### config.mk
export PLATFORM = sky130hd
export DESIGN_NAME = cfgdec_top
export DESIGN_NICKNAME = d
export VERILOG_FILES = /design/src/hdl/cfgdec_pkg.sv /design/src/hdl/cfgdec_prog_if.sv /design/src/hdl/cfgdec_nv_store.sv /design/src/hdl/cfgdec_prog_entry.sv /design/src/hdl/cfgdec_top.sv
export SDC_FILE = /design/constraint.sdc
export NUM_CORES = 1
export LEC_CHECK = 0
export BUFFER_PORTS_ARGS = -buffer_cell sky130_fd_sc_hd__buf_2
export CORE_MARGIN = 2
export CORE_UTILIZATION = 53
export DETAILED_ROUTE_END_ITERATION = 16
export GPL_TIMING_DRIVEN = 0
export HOLD_SLACK_MARGIN = 0.1
export PLACE_DENSITY = 0.8
export SLEW_MARGIN = 10
export SYNTH_ARGS = -nofsm -noshare
export SYNTH_HDL_FRONTEND = slang
export SYNTH_HIERARCHICAL = 1
export SYNTH_SLANG_ARGS = --single-unit
### constraint.sdc
create_clock -name clk -period 3.1 [get_ports clk]
set_input_delay 0.93 -clock clk [delete_from_list [all_inputs] [get_ports clk]]
set_output_delay 0.93 -clock clk [all_outputs]
set_load 0.02 [all_outputs]
### src/hdl/cfgdec_pkg.sv
// Constants for the configuration byte decoder.
package cfgdec_pkg;

    // Configuration byte slots held in nonvolatile storage.
    localparam int unsigned NUM_BYTES = 3;
    localparam logic [1:0]  IDX_WDT   = 2'h0;
    localparam logic [1:0]  IDX_PIN   = 2'h1;
    localparam logic [1:0]  IDX_DBG   = 2'h2;

    // Field positions in the watchdog byte.
    localparam int unsigned WDT_HARD_BIT   = 0;

    // Field positions in the pin and oscillator byte.
    localparam int unsigned RST_PIN_BIT    = 7;
    localparam int unsigned FAST_START_BIT = 3;
    localparam int unsigned T1_LP_BIT      = 2;
    localparam int unsigned PB_ANALOG_BIT  = 1;
    localparam int unsigned CAPTURE_COMPARE_2_ROUTE_BIT = 0;

    // Field positions in the debug and programming byte.
    localparam int unsigned DBG_OFF_BIT    = 7;
    localparam int unsigned EXTENDED_INSTR_ENABLE_BIT      = 6;
    localparam int unsigned LVP_BIT        = 2;
    localparam int unsigned STK_RST_BIT    = 0;

    // Implemented bits of each byte; the rest store and read as zero.
    localparam logic [NUM_BYTES-1:0][7:0] IMPL_MASK = {8'hc5, 8'h8f, 8'h1f};

    // As-shipped erased contents: every implemented bit is one.
    localparam logic [NUM_BYTES-1:0][7:0] ERASED    = {8'hc5, 8'h8f, 8'h1f};

    // Port B pins that default to analog inputs.
    localparam int unsigned PB_ANALOG_PINS = 5;

    // Programming entry modes.
    typedef enum logic [1:0] {
        CFGDEC_RUN,
        CFGDEC_HV_PROG,
        CFGDEC_LV_PROG
    } cfgdec_mode_t;

endpackage : cfgdec_pkg

### src/hdl/cfgdec_prog_if.sv
// Carrier between the decoder and its programming entry logic.
`timescale 1ns/1ps
`default_nettype none
interface cfgdec_prog_if;
    logic hv_mode;
    logic lv_mode;
    logic lvp_enabled;

    modport entry (output hv_mode, output lv_mode, input lvp_enabled);
    modport user  (input hv_mode, input lv_mode, output lvp_enabled);
endinterface : cfgdec_prog_if
`default_nettype wire

### src/hdl/cfgdec_nv_store.sv
// Nonvolatile configuration byte storage with the programming write lock.
`timescale 1ns/1ps
`default_nettype none
module cfgdec_nv_store (
    // Clock and power-on erase.
    input  wire logic                                      clk,
    input  wire logic                                      por,
    // Programmer write port.
    input  wire logic                                      wr_en,
    input  wire logic [1:0]                                wr_idx,
    input  wire logic [7:0]                                wr_data,
    input  wire logic                                      hv_mode,
    // Stored contents and refusal.
    output logic      [cfgdec_pkg::NUM_BYTES-1:0][7:0]     rd_bytes,
    output logic                                           wr_refused
);
    logic [7:0] mem_q [cfgdec_pkg::NUM_BYTES];
    logic [7:0] mem_d [cfgdec_pkg::NUM_BYTES];
    logic       lvp_change;
    logic       wr_take;

    // A change of the low-voltage bit outside high-voltage mode refuses the whole byte.
    always_comb begin
        lvp_change = (wr_idx == cfgdec_pkg::IDX_DBG) &&
                     (wr_data[cfgdec_pkg::LVP_BIT] != mem_q[cfgdec_pkg::IDX_DBG][cfgdec_pkg::LVP_BIT]);
        wr_refused = wr_en && ((wr_idx > cfgdec_pkg::IDX_DBG) || (lvp_change && !hv_mode));
        wr_take    = wr_en && !wr_refused;
    end

    for (genvar i = 0; i < cfgdec_pkg::NUM_BYTES; i++) begin : g_entry
        always_comb begin
            mem_d[i] = mem_q[i];
            if (por) begin
                mem_d[i] = cfgdec_pkg::ERASED[i];
            end else if (wr_take && (wr_idx == 2'(i))) begin
                mem_d[i] = wr_data & cfgdec_pkg::IMPL_MASK[i];
            end
        end
        always_ff @(posedge clk) begin
            mem_q[i] <= mem_d[i];
        end
        assign rd_bytes[i] = mem_q[i];
    end
endmodule : cfgdec_nv_store
`default_nettype wire

### src/hdl/cfgdec_prog_entry.sv
// Programming mode entry: high-voltage always, low-voltage only while enabled.
`timescale 1ns/1ps
`default_nettype none
module cfgdec_prog_entry (
    // Clock and reset.
    input  wire logic  clk,
    input  wire logic  srst,
    // Entry pins.
    input  wire logic  high_programming_level,
    input  wire logic  prog_entry_pin,
    // Mode carrier.
    cfgdec_prog_if.entry prog
);
    cfgdec_pkg::cfgdec_mode_t mode_q;
    cfgdec_pkg::cfgdec_mode_t mode_d;

    always_comb begin
        if (high_programming_level) begin
            mode_d = cfgdec_pkg::CFGDEC_HV_PROG;
        end else if (prog.lvp_enabled && prog_entry_pin && (mode_q != cfgdec_pkg::CFGDEC_HV_PROG)) begin
            mode_d = cfgdec_pkg::CFGDEC_LV_PROG;
        end else begin
            mode_d = cfgdec_pkg::CFGDEC_RUN;
        end
    end

    // The high level is honoured even during reset, as a programmer raises it on the reset pin.
    always_ff @(posedge clk) begin
        if (srst && !high_programming_level) begin
            mode_q <= cfgdec_pkg::CFGDEC_RUN;
        end else begin
            mode_q <= mode_d;
        end
    end

    always_comb begin
        prog.hv_mode = 1'b0;
        prog.lv_mode = 1'b0;
        case (mode_q)
            cfgdec_pkg::CFGDEC_HV_PROG: prog.hv_mode = 1'b1;
            cfgdec_pkg::CFGDEC_LV_PROG: prog.lv_mode = 1'b1;
            cfgdec_pkg::CFGDEC_RUN:     prog.lv_mode = 1'b0;
            default:                    prog.hv_mode = 1'b0;
        endcase
    end
endmodule : cfgdec_prog_entry
`default_nettype wire

### src/hdl/cfgdec_top.sv
// Configuration byte decoder: latches stored bytes and drives static controls.
//
// Function
// - Watchdog hard bit forces watchdog running.
// - Reset-pin bit: master reset or plain input.
// - Fast start passes oscillator; else waits stable.
// - Timer1 oscillator low power when bit set.
// - Port B pins 4..0 analog after reset.
// - Capture/compare 2 on C1 or B3.
// - Debugger bit frees or claims B6, B7.
// - Extended instructions and indexed addressing enable.
// - Low-voltage bit makes B5 programming entry.
// - Stack fault resets only when enabled.
// - Erased low-voltage bit reads one.
// - Low-voltage bit writable only in high-voltage.
// - Cleared low-voltage bit leaves high-voltage entry only.
// - High programming level always enters programming.
`timescale 1ns/1ps
`default_nettype none
module cfgdec_top (
    // Clock, reset and power-on erase.
    input  wire logic                                   clk,
    input  wire logic                                   srst,
    input  wire logic                                   por,
    // Programmer pins.
    input  wire logic                                   high_programming_level,
    input  wire logic                                   prog_entry_pin,
    input  wire logic                                   prog_wr_en,
    input  wire logic [1:0]                             prog_wr_idx,
    input  wire logic [7:0]                             prog_wr_data,
    // Device status inputs.
    input  wire logic                                   watchdog_soft_enable,
    input  wire logic                                   master_reset_pin,
    input  wire logic                                   osc_stable_flag,
    input  wire logic                                   stack_overflow,
    input  wire logic                                   stack_underflow,
    // Watchdog and reset pin.
    output logic                                        watchdog_run_q,
    output logic                                        reset_pin_enable_q,
    output logic                                        port_e_pin_3_input_q,
    output logic                                        ext_master_reset_q,
    // Oscillators.
    output logic                                        osc_out_enable_q,
    output logic                                        timer1_low_power_osc_q,
    // Pin defaults and routing.
    output logic [cfgdec_pkg::PB_ANALOG_PINS-1:0]       port_b_analog_default_q,
    output logic                                        capcomp2_on_port_c_pin_1_q,
    output logic                                        capcomp2_on_port_b_pin_3_q,
    output logic                                        debugger_enable_q,
    output logic                                        port_b_pin_6_7_gpio_q,
    // Core and programming controls.
    output logic                                        extended_instr_enable_q,
    output logic                                        low_voltage_prog_enable_q,
    output logic                                        port_b_pin_5_gpio_q,
    output logic                                        stack_fault_reset_q,
    output logic                                        hv_prog_mode_q,
    output logic                                        lv_prog_mode_q,
    output logic                                        prog_wr_refused_q
);
    cfgdec_prog_if prog ();

    logic [cfgdec_pkg::NUM_BYTES-1:0][7:0] nv_bytes;
    logic [cfgdec_pkg::NUM_BYTES-1:0][7:0] cfg_q;
    logic [cfgdec_pkg::NUM_BYTES-1:0][7:0] cfg_d;
    logic                                  in_prog;
    logic                                  in_prog_q;
    logic                                  store_refused;
    logic                                  reload;

    logic                                  watchdog_run_d;
    logic                                  reset_pin_enable_d;
    logic                                  port_e_pin_3_input_d;
    logic                                  ext_master_reset_d;
    logic                                  osc_out_enable_d;
    logic                                  timer1_low_power_osc_d;
    logic [cfgdec_pkg::PB_ANALOG_PINS-1:0] port_b_analog_default_d;
    logic                                  capcomp2_on_port_c_pin_1_d;
    logic                                  capcomp2_on_port_b_pin_3_d;
    logic                                  debugger_enable_d;
    logic                                  port_b_pin_6_7_gpio_d;
    logic                                  extended_instr_enable_d;
    logic                                  low_voltage_prog_enable_d;
    logic                                  port_b_pin_5_gpio_d;
    logic                                  stack_fault_reset_d;
    logic                                  prog_wr_refused_d;

    assign in_prog          = prog.hv_mode || prog.lv_mode;
    assign prog.lvp_enabled = cfg_q[cfgdec_pkg::IDX_DBG][cfgdec_pkg::LVP_BIT];

    cfgdec_prog_entry u_entry (
        .clk                    (clk),
        .srst                   (srst),
        .high_programming_level (high_programming_level),
        .prog_entry_pin         (prog_entry_pin),
        .prog                   (prog.entry)
    );

    // Writes reach storage only inside a programming mode.
    cfgdec_nv_store u_store (
        .clk        (clk),
        .por        (por),
        .wr_en      (prog_wr_en && in_prog),
        .wr_idx     (prog_wr_idx),
        .wr_data    (prog_wr_data),
        .hv_mode    (prog.hv_mode),
        .rd_bytes   (nv_bytes),
        .wr_refused (store_refused)
    );

    // Latches reload during reset and when programming ends, so the latched bytes never
    // change while the core runs; new bytes take effect only after that point.
    always_comb begin
        reload = srst || (in_prog_q && !in_prog);
        cfg_d  = reload ? nv_bytes : cfg_q;
    end

    always_ff @(posedge clk) begin
        cfg_q     <= cfg_d;
        in_prog_q <= srst ? 1'b0 : in_prog;
    end

    // Decode of the latched bytes.
    always_comb begin
        watchdog_run_d = cfg_q[cfgdec_pkg::IDX_WDT][cfgdec_pkg::WDT_HARD_BIT] || watchdog_soft_enable;
        reset_pin_enable_d   = cfg_q[cfgdec_pkg::IDX_PIN][cfgdec_pkg::RST_PIN_BIT];
        port_e_pin_3_input_d = !cfg_q[cfgdec_pkg::IDX_PIN][cfgdec_pkg::RST_PIN_BIT];
        ext_master_reset_d   = reset_pin_enable_d && master_reset_pin;
        osc_out_enable_d = cfg_q[cfgdec_pkg::IDX_PIN][cfgdec_pkg::FAST_START_BIT] || osc_stable_flag;
        timer1_low_power_osc_d = cfg_q[cfgdec_pkg::IDX_PIN][cfgdec_pkg::T1_LP_BIT];
        port_b_analog_default_d = {cfgdec_pkg::PB_ANALOG_PINS{cfg_q[cfgdec_pkg::IDX_PIN][cfgdec_pkg::PB_ANALOG_BIT]}};
        capcomp2_on_port_c_pin_1_d = cfg_q[cfgdec_pkg::IDX_PIN][cfgdec_pkg::CAPTURE_COMPARE_2_ROUTE_BIT];
        capcomp2_on_port_b_pin_3_d = !cfg_q[cfgdec_pkg::IDX_PIN][cfgdec_pkg::CAPTURE_COMPARE_2_ROUTE_BIT];
        debugger_enable_d     = !cfg_q[cfgdec_pkg::IDX_DBG][cfgdec_pkg::DBG_OFF_BIT];
        port_b_pin_6_7_gpio_d = cfg_q[cfgdec_pkg::IDX_DBG][cfgdec_pkg::DBG_OFF_BIT];
        extended_instr_enable_d = cfg_q[cfgdec_pkg::IDX_DBG][cfgdec_pkg::EXTENDED_INSTR_ENABLE_BIT];
        low_voltage_prog_enable_d = cfg_q[cfgdec_pkg::IDX_DBG][cfgdec_pkg::LVP_BIT];
        port_b_pin_5_gpio_d = !cfg_q[cfgdec_pkg::IDX_DBG][cfgdec_pkg::LVP_BIT] && !prog.lv_mode;
        stack_fault_reset_d = cfg_q[cfgdec_pkg::IDX_DBG][cfgdec_pkg::STK_RST_BIT] &&
                              (stack_overflow || stack_underflow);
        prog_wr_refused_d = prog_wr_en && (!in_prog || store_refused);
    end

    // While reset is held every control sits at its quiet value.
    always_ff @(posedge clk) begin
        if (srst) begin
            watchdog_run_q             <= 1'b0;
            reset_pin_enable_q         <= 1'b0;
            port_e_pin_3_input_q       <= 1'b0;
            ext_master_reset_q         <= 1'b0;
            osc_out_enable_q           <= 1'b0;
            timer1_low_power_osc_q     <= 1'b0;
            port_b_analog_default_q    <= '0;
            capcomp2_on_port_c_pin_1_q <= 1'b0;
            capcomp2_on_port_b_pin_3_q <= 1'b0;
            debugger_enable_q          <= 1'b0;
            port_b_pin_6_7_gpio_q      <= 1'b0;
            extended_instr_enable_q    <= 1'b0;
            low_voltage_prog_enable_q  <= 1'b0;
            port_b_pin_5_gpio_q        <= 1'b0;
            stack_fault_reset_q        <= 1'b0;
            hv_prog_mode_q             <= 1'b0;
            lv_prog_mode_q             <= 1'b0;
            prog_wr_refused_q          <= 1'b0;
        end else begin
            watchdog_run_q             <= watchdog_run_d;
            reset_pin_enable_q         <= reset_pin_enable_d;
            port_e_pin_3_input_q       <= port_e_pin_3_input_d;
            ext_master_reset_q         <= ext_master_reset_d;
            osc_out_enable_q           <= osc_out_enable_d;
            timer1_low_power_osc_q     <= timer1_low_power_osc_d;
            port_b_analog_default_q    <= port_b_analog_default_d;
            capcomp2_on_port_c_pin_1_q <= capcomp2_on_port_c_pin_1_d;
            capcomp2_on_port_b_pin_3_q <= capcomp2_on_port_b_pin_3_d;
            debugger_enable_q          <= debugger_enable_d;
            port_b_pin_6_7_gpio_q      <= port_b_pin_6_7_gpio_d;
            extended_instr_enable_q    <= extended_instr_enable_d;
            low_voltage_prog_enable_q  <= low_voltage_prog_enable_d;
            port_b_pin_5_gpio_q        <= port_b_pin_5_gpio_d;
            stack_fault_reset_q        <= stack_fault_reset_d;
            hv_prog_mode_q             <= prog.hv_mode;
            lv_prog_mode_q             <= prog.lv_mode;
            prog_wr_refused_q          <= prog_wr_refused_d;
        end
    end
endmodule : cfgdec_top
`default_nettype wire

* Word level (Yosys, flattened, before mapping)
Memories as Yosys holds them, arrays and structs flattened. Cells that the tools add are included.
Storage, ports and cells: register bits after elaboration 38, bits in writable memories 24, bits of input ports 21, memories kept 1
Memories:
- u_store.mem_q | depth 3, bits a word 8, read ports 3, clocked after memory_dff 0, wr ports 3, RTL line cfgdec_nv_store.sv:17 | logic [7:0] mem_q [cfgdec_pkg::NUM_BYTES];
Operators by class: $lt $le $gt $ge 1, eq/ne operators 6, muxes and demuxes 10, reductions and logical operators 34
Operators by type and width (count):
- 2-to-1 mux 8 bit | 6
- logical AND 1 bit | 16
- zero test 1 bit | 9
- logical OR 1 bit | 7
- == test 2 x 1 -> 1 bit (second input constant) | 2
- == test 2 bit (second input constant) | 2
- 2-to-1 mux 1 bit | 3
- > comparator 2 bit (second input constant) | 1
- zero test 2 bit | 1
- 2-to-1 mux 2 bit | 1
- != test 2 x 1 -> 1 bit (second input constant) | 1
- OR reduction 2 bit | 1
- != test 1 bit | 1

* Logic depth before layout (Yosys ltp)
Gate-level depths: netlist of the first run.
word-level depth 11, depth in mapped cells 6

* Cells and area by module
Netlist of the first run, hierarchy kept.
Modules (own cells, without submodules):
- cfgdec_top | instances 1, cells an instance 59, area each 865.8 um^2
- cfgdec_nv_store | instances 1, cells an instance 65, area each 639.4 um^2
- cfgdec_prog_entry | instances 1, cells an instance 7, area each 82.6 um^2

* Worst setup path after synthesis of the first run
OpenSTA, ideal clock, no wires.
path kind in2reg, start in prog_wr_en, end mem u_store.mem_q[0][0], setup time 0.120 ns, arrival 1.736 ns, required time 2.980 ns, path slack 1.244 ns, stages on the path 4, cells stage by stage nor2b_1 > nor3b_4 > mux2i_1 > nand2_1
RTL lines:
- start, declared | RTL line cfgdec_top.sv:28 | input wire logic prog_wr_en,
- end, declared | RTL line cfgdec_nv_store.sv:17

* Worst setup path in the final report of the first run
start reg, netlist name port_b_analog_default_q[0], end out port_b_analog_default_q[2] in the netlist's numbering
RTL lines:
- end, declared | RTL line cfgdec_top.sv:46 | output logic [cfgdec_pkg::PB_ANALOG_PINS-1:0] port_b_analog_default_q,
No word-level cell between the ends.

==> results of run 1 <==
-- worst max-delay path: cells and delay by family (launching register included) --
kind | cells | cell delay (ns)
flip-flops | 1 | 0.39
buffers and inverters | 2 | 0.27
-- routing by layer --
layer / up-vias / share of wire [%]
li1: 448 / -
met3: 5 / 9.2
met5: - / 0
met4: 0 / 1.8
met2: 33 / 51
met1: 420 / 38
-- cells in the final DEF, fill, tap and decap left out --
| cell type | instances |
|---|---|
| a21o_1 | 1 |
| a21boi_1 | 1 |
| edfxtp_1 | 10 |
| and2b_2 | 1 |
| nand2_1 | 7 |
| mux2i_1 | 9 |
| and2_1 | 1 |
| nand3b_1 | 1 |
| nor3_1 | 1 |
| nor2b_1 | 6 |
| clkbuf_4 | 5 |
| nor3b_4 | 1 |
| nor2b_4 | 1 |
| inv_2 | 1 |
| buf_6 | 1 |
| nor2_1 | 16 |
| o211a_1 | 3 |
| and3b_1 | 1 |
| dfxtp_1 | 31 |
| a311o_1 | 1 |
| xnor2_1 | 1 |
| clkbuf_1 | 3 |
| bufinv_16 | 1 |
| nor4_2 | 1 |
| buf_4 | 4 |
| clkinv_1 | 2 |
| o21a_1 | 1 |
| buf_2 | 39 |
| and2b_1 | 4 |
-- path summary, 6_finish.rpt --
| path | slack, ns | end | cells after the start |
|---|---|---|---|
| worst max-delay path | 1.18 | port_b_analog_default_q[2] | 2 |
| worst min-delay path | 0.42 | port_e_pin_3_input_q | 1 |
| worst max register to register | 1.33 | u_store/mem_q[0][18] | 6 |
| worst min register to register | 0.42 | port_e_pin_3_input_q | 1 |
-- power by group through the flow --
| stage | Sequential, mW | Combinational [mW] | Clock [mW] |
|---|---|---|---|
| 6_report | 0.571 | 0.0863 | 0.324 |
| 3_5_place_dp | 0.583 | 0.0869 | 0 |
| 5_1_grt | 0.573 | 0.0951 | 0.359 |
| 2_1_floorplan | 0.596 | 0.0390 | 0 |
| 4_1_cts | 0.571 | 0.0875 | 0.332 |
| 3_3_place_gp | 0.582 | 0.0842 | 0 |
-- cell type report --
class	count	share of cell area (%)
Sequential cell	41	54.8
Inverter	2	0.446
Clock inverter	2	2.01
Timing Repair Buffer	39	11.6
Multi-Input combinational cell	58	23.6
Tap cell	30	2.23
Buffer	7	2.90
Clock buffer	6	2.46
==> summary.txt, run 1 <==
Floorplan
  – Die X-Extent: 54.9 um
  – Die height: 54.9 um
  – # rows: 18
  – Initial Util: 55.5%
  – Die Area: 3020 um2
  – Io pins: 43
  – Core area: 2480 um2

STA
  – Final WS setup: 1.18 ns
  – Worst slew pin tran: 0.385 ns
  – Pins over their slew limit: 0
  – Setup TNS: 0 ns
  – Max Clock Skew: 0.00765 ns
  – Slew HR: 74.3%
  – Final setup viols: 0
  – Final hold violations: 0
  – Min Tclk post-route: 1.92 ns
  – Period utilization: 62.1%
  – Hold WS: 0.422 ns
  – RSZ-0062 raised after global routing: no
  – Fmax: 520 MHz

Layout
  – # fillers: 207
  – Nets: 175
  – Ant. Diodes: 0
  – Top flop regs: u_store/mem_q (10), cfg_q (9), u_entry/mode_q (2)
  – Area grow syn2layout: 22.4%
  – Area of the multi-input gates: 397 um2
  – Final Util: 67.9%
  – Biggest register: u_store/mem_q
  – Fin area: 1680 um2
  – Register area: 921 um2
  – Number of flip-flops in the largest register: 10
  – Post-Layout Cell Count: 185
  – Share of cells above drive strength 1: 35.5%

Synthesis
  – Net Count, Synth: 129
  – Mean Syn Cell Area: 12.7 um2
  – Yosys warns: 6
  – Synthesized cell area: 1370 um2
  – Post-Synthesis Cells: 108

Worst setup path
  – Setup CP Type: flip-flop to output pin
  – Worst-path fanout max: 5
  – Critical Path Start: port_b_analog_default_q[0]
  – Slowest cell on crit path: dfxtp_1
  – R2r startpoint: u_entry/mode_q[0]
  – Critical Path AT: 0.99 ns
  – Critical Path RT: 2.17 ns
  – Startpoint types: flip-flop
  – Crit end category: output pin
  – Cells along the critical path: buf_4 -> buf_2
  – Max stage delay on crit path: 0.39 ns

Worst hold path
  – Hold Startpoint: cfg_q[15]
  – Worst Hold Class: flip-flop to flip-flop

Power and ir drop
  – Leakage: 0.776 nW
  – Max VDD drop: 0.460 mV
  – Total power: 981 uW
  – Part of the power in registers: 58.1%
  – Pint: 769 uW
  – Comb pwr share: 8.8%
  – Switching Share: 21.6%
  – Clk pwr share: 33.1%
  – Net Switching: 212 uW
  – Pwr dens: 584 nW/um2

CTS
  – Clk root buf: clkbuf_4
  – Clk sink count: 41
  – Cts bufs inserted: 5
  – CTS Hold Bufs: 0
  – Clock-pin slew on the worst setup and hold paths: 0.11 ns
  – CTS H-Tree Depth: 2
  – # Post-CTS Setup Buffers: 0
  – Skew-Pair Late Insertion Delay: 0.34 ns
  – Max clock buf depth: 2
  – Post_cts resized: 0
  – CTS tree: yes

Route
  – Routed wire length per instance: 12.2 um
  – Post-DRT Antenna Nets: 0
  – # DRC: 0
  – Via density: 4.90
  – Initial DRC Count: 7
  – Final wirelength: 2270 um
  – Drt first pass iters: 4
  – Via count: 906

Place
  – DP Area: 1610 um2
  – Hpwl dp: 1720 um
  – Inst Count DP: 177
  – Final Wtd Congestion: 0.815
  – Port Buf Inserts: 39
  – Dpl ws: 1.01 ns

Global route
  – Met3 GRT Util: 8.06%
  – Grt ovf: 0
  – Initial antenna violation count: 0
  – GR Util met2: 30.4%
  – Pin count of the biggest net entering global routing: 13
  – Vias in the first global route: 795
  – Grt met1 use: 17.3%
  – GR peak layer: met2
  – Global-route wire length before repair: 3420 um
  – Tot GR Track Use: 17.2%

Run status
  – Outcome: complete, no violations

Flow run
  – Max Cap Violations: 0
No activity file was read; power rests on OpenSTA's default activity.
==> run 2: changes to the inputs <==
CORE_UTILIZATION = 51   (was 53)
PLACE_DENSITY = 0.78   (was 0.8)
clock period = 1.8 ns   (was 3.1 ns; I/O delays follow)
==> summary.txt, run 2 (synthesized netlist as in run 1, its figures left out) <==
Run status
  – Outcome: complete, no violations

STA
  – Pins over their slew limit: 0
  – Fmax: 619 MHz
  – Final setup viols: 0
  – Worst slew pin tran: 0.434 ns
  – RSZ-0062 raised after global routing: no
  – Max Clock Skew: 0.00747 ns
  – Setup TNS: 0 ns
  – Final hold violations: 0
  – Slew HR: 71.1%
  – Period utilization: 89.8%
  – Min Tclk post-route: 1.62 ns

Worst setup path
  – Critical Path RT: 2.05 ns
  – Worst-path fanout max: 5
  – Critical Path Start: u_entry/mode_q[0]
  – R2r setup slk: 0.18 ns
  – Startpoint types: flip-flop
  – Setup CP Type: flip-flop to flip-flop
  – Critical Path AT: 1.87 ns
  – Crit end category: flip-flop
  – R2r startpoint: u_entry/mode_q[0]

Route
  – Initial DRC Count: 9
  – Routed wire length per instance: 11.6 um
  – Via count: 892
  – Post-DRT Antenna Nets: 0
  – # DRC: 0
  – Final wirelength: 2170 um
  – Drt first pass iters: 4
  – Via density: 4.77

CTS
  – CTS H-Tree Depth: 2
  – Max clock buf depth: 2
  – CTS tree: yes
  – Skew-Pair Late Insertion Delay: 0.35 ns
  – Clk sink count: 41
  – Cts bufs inserted: 5
  – Clk root buf: clkbuf_4
  – Clock-pin slew on the worst setup and hold paths: 0.11 ns

Power and ir drop
  – Total power: 1.56 mW
  – Max VDD drop: 0.651 mV
  – Leakage: 0.778 nW
  – Pwr dens: 932 nW/um2

Layout
  – Area grow syn2layout: 21.9%
  – Most common cell after layout, fill and taps aside: buf_2
  – Register area: 921 um2
  – Ant. Diodes: 0
  – Most frequent cells in the layout: buf_2, dfxtp_1, nor2_1
  – Nets: 177
  – Number of flip-flops in the largest register: 10
  – Share of cells above drive strength 1: 37.6%
  – Final Util: 66.4%
  – Area of the multi-input gates: 399 um2
  – Top flop regs: u_store/mem_q (10), cfg_q (9), u_entry/mode_q (2)
  – Biggest register: u_store/mem_q
  – # fillers: 207

Worst hold path
  – Worst Hold Class: input port to flip-flop
  – Hold Startpoint: high_programming_level

Global route
  – Grt ovf: 0
  – Initial antenna violation count: 0
  – Tot GR Track Use: 14.9%
  – Pin count of the biggest net entering global routing: 13
  – Vias in the first global route: 789
  – Global-route wire length before repair: 3490 um

Flow run
  – Max Cap Violations: 0

Place
  – Hpwl dp: 1670 um
  – Final Wtd Congestion: 0.764
  – Port Buf Inserts: 39

Floorplan
  – # rows: 18
  – Die X-Extent: 55.9 um
  – Die Area: 3120 um2
  – Io pins: 43
  – Die height: 55.9 um
  – Core area: 2520 um2
  – Initial Util: 54.5%
-- run 2: path summary, 6_finish.rpt --
path | end | cells past startpoint
worst max-delay path | u_store/mem_q[0][15] | 6
worst min-delay path | u_entry/mode_q[1] | 2
worst max register to register | u_store/mem_q[0][15] | 6
worst min register to register | capcomp2_on_port_b_pin_3_q | 1
-- run 2: layout make-up --
class	count	share of cell area [%]
tap	30	2.24
multi-input combinational	58	23.8
timing repair buffer	41	12.5
inverter	2	0.448
sequential	41	55.0
clock buffer	6	2.46
buffer	7	2.91
clock inverter	2	0.597
-- run 2: where the power goes --
part           switching [mW]  total, mW  internal [mW]
registers              0.0104      0.983          0.973
clock network           0.278      0.426          0.149
logic                  0.0851      0.152         0.0664
total                   0.373       1.56           1.19
-- run 2: per-layer routing --
layer / up-vias / GRT usage (%) / part of all wire (%)
met5: - / 0 / 0
met4: 0 / 5.10 / 1.2
met3: 4 / 6.74 / 9.4
met2: 37 / 25.2 / 48
met1: 398 / 16.8 / 41
li1: 453 / - / -
-- run 2: through the flow --
stage | hold WS, ns | worst slack [ns] | cells | instance area, um2
2_1_floorplan | 0.402 | 0.337 | 108 | 1370
3_3_place_gp | 0.414 | 0.200 | 177 | 1610
3_5_place_dp | 0.422 | 0.0924 | 177 | 1610
4_1_cts | 0.358 | 0.0886 | 185 | 1660
5_1_grt | 0.363 | 0.0294 | 187 | 1680
6_report | 0.364 | 0.184 | 187 | 1680
-- run 2: critical path, cell delays in order, from the launching register on --
cell and delay [ns]:
dfxtp_1 0.34, and2b_2 0.23, nor2_1 0.25, nor2b_2 0.10, nand3b_1 0.29, mux2i_1 0.24
nand2_1 0.07
-- run 2: what timing repair did --
| action | 4_1_cts | 5_1_grt |
|---|---|---|
| hold buffers | 0 | 0 |
| setup buffers | 0 | 2 |
| resized for setup | 0 | 1 |
| setup endpoints to repair | 0 | 9 |
==> run 3: changes to the inputs <==
HOLD_SLACK_MARGIN = 0.05   (was 0.1)
SETUP_SLACK_MARGIN = 0.4   (was unset)
==> summary.txt, run 3 (synthesized netlist as in run 1, its figures left out) <==
STA
  – Worst slew pin tran: 0.325 ns
  – Final hold violations: 0
  – Setup TNS: 0 ns
  – Slew HR: 78.4%
  – Period utilization: 81.5%
  – Hold WS: 0.379 ns
  – Max Clock Skew: 0.00706 ns
  – Fmax: 682 MHz
  – Final setup viols: 0
  – Pins over their slew limit: 0
  – RSZ-0062 raised after global routing: yes
  – Min Tclk post-route: 1.47 ns

Worst setup path
  – Critical Path RT: 1.26 ns
  – Setup CP Type: flip-flop to output pin
  – R2r startpoint: u_entry/mode_q[1]
  – Startpoint types: flip-flop
  – Critical Path AT: 0.93 ns
  – R2r setup slk: 0.37 ns
  – Max stage delay on crit path: 0.35 ns
  – Cell depth of the worst flop-to-flop path: 5
  – Worst-path fanout max: 5
  – Buffers & Inverters on Critical Path: 2
  – Crit end category: output pin
  – Cells along the critical path: buf_4 -> buf_6
  – Kind of cell adding the most delay to the critical path: flip-flops
  – Slowest cell on crit path: dfxtp_2
  – Critical Path Start: port_b_analog_default_q[0]
  – FF-to-FF End: u_store/mem_q[0][18]
  – Crit path to: port_b_analog_default_q[2]
  – WP depth: 2

CTS
  – Clock-pin slew on the worst setup and hold paths: 0.11 ns
  – CTS tree: yes
  – Clk sink count: 41
  – CTS H-Tree Depth: 2
  – Cts bufs inserted: 5
  – Clk root buf: clkbuf_4
  – Max clock buf depth: 2
  – Skew-Pair Late Insertion Delay: 0.33 ns

Layout
  – Ant. Diodes: 0
  – Most frequent cells in the layout: buf_2, dfxtp_1, nor2_1
  – Most common cell after layout, fill and taps aside: buf_2
  – # fillers: 198
  – Biggest register: u_store/mem_q
  – Area grow syn2layout: 28.0%
  – Nets: 180
  – Number of flip-flops in the largest register: 10
  – Share of cells above drive strength 1: 41.9%
  – Post-Layout Cell Count: 190
  – Top flop regs: u_store/mem_q (10), cfg_q (9), u_entry/mode_q (2)

Route
  – Via count: 886
  – Post-DRT Antenna Nets: 0
  – # DRC: 0
  – Routed wire length per instance: 11.6 um
  – Drt first pass iters: 4
  – Initial DRC Count: 11
  – Via density: 4.66
  – Final wirelength: 2210 um

Power and ir drop
  – Leakage: 0.806 nW
  – Switching Share: 23.0%
  – Net Switching: 361 uW
  – Pwr dens: 894 nW/um2
  – Clk pwr share: 26.4%
  – Total power: 1.57 mW
  – Comb pwr share: 11.0%
  – Part of the power in registers: 62.5%
  – Pint: 1.21 mW
  – Max VDD drop: 0.749 mV

Floorplan
  – Die X-Extent: 55.9 um
  – Die height: 55.9 um
  – Initial Util: 54.5%
  – # rows: 18
  – Die Area: 3120 um2
  – Core area: 2520 um2
  – Io pins: 43

Global route
  – Initial antenna violation count: 0
  – Pin count of the biggest net entering global routing: 12
  – Tot GR Track Use: 15.6%
  – Global-route wire length before repair: 3640 um
  – Grt ovf: 0
  – Vias in the first global route: 829

Place
  – Final Wtd Congestion: 0.768
  – Hpwl dp: 1540 um
  – Port Buf Inserts: 39
  – Inst Count DP: 177

Flow run
  – Max Cap Violations: 0

Run status
  – Outcome: complete, no violations

Worst hold path
  – Worst Hold Class: input port to flip-flop
## run 3: worst min-delay path by stage
stage	slack (ns)	endpoint	start	cells past startpoint
2_1_floorplan	0.40	capcomp2_on_port_b_pin_3_q	capcomp2_on_port_c_pin_1_d	1
3_3_place_gp	0.41	capcomp2_on_port_b_pin_3_q	capcomp2_on_port_c_pin_1_d	1
3_5_place_dp	0.42	capcomp2_on_port_c_pin_1_d	u_store/mem_q[0][8]	0
4_1_cts	0.36	u_entry/mode_q[1]	high_programming_level	2
5_1_grt	0.36	u_entry/mode_q[1]	high_programming_level	2
6_report	0.38	u_entry/mode_q[1]	high_programming_level	2
## run 3: layer usage
metal  part of all wire (%)  track usage (%)  vias up  routed length (um)
li1                       -                -      461                   -
met1                     43             17.7      382                 939
met2                     48             26.0       36                1050
met3                    7.5             5.35        7                 166
met4                    2.3             8.16        0                  51
met5                      0                0        -                   0
## run 3: through the flow
step	cell area (um2)	utilization [%]	worst slack, ns
floorplan	1390	-	0.401
global placement	1620	64.1	0.202
detailed placement	1620	64.1	0.174
CTS	1730	68.8	0.315
global route	1760	69.7	0.281
finish	1760	69.7	0.333
## run 3: final cells by class
| class | count | area, um2 | area share (%) |
|---|---|---|---|
| Sequential cell | 41 | 925 | 52.6 |
| Multi-Input combinational cell | 58 | 422 | 24.0 |
| Timing Repair Buffer | 44 | 269 | 15.3 |
| Clock buffer | 8 | 48.8 | 2.78 |
| Buffer | 7 | 48.8 | 2.78 |
| Tap cell | 30 | 37.5 | 2.14 |
| Inverter | 2 | 7.51 | 0.427 |
## run 3: power groups by stage
stage / Clock (mW) / Combinational [mW] / Sequential [mW]
final: 0.415 / 0.173 / 0.983
after global routing: 0.473 / 0.187 / 0.986
after CTS: 0.434 / 0.167 / 0.983
after detailed placement: 0 / 0.151 / 1.00
after global placement: 0 / 0.147 / 1.00
after floorplan: 0 / 0.0694 / 1.03
## run 3: timing repair
item,4_1_cts,5_1_grt
pin swaps,5,4
endpoints found under the hold margin,0,0
setup endpoints to repair,25,18
hold buffers,0,0
gates resized for setup,13,5
buffers inserted,4,1
## run 3: worst register-to-register path: stages (launching register included)
cell and delay [ns]:
dfxtp_2 0.35, and2b_2 0.22, nor2_4 0.13, nor2b_4 0.06, and3b_2 0.22, a311o_1 0.34
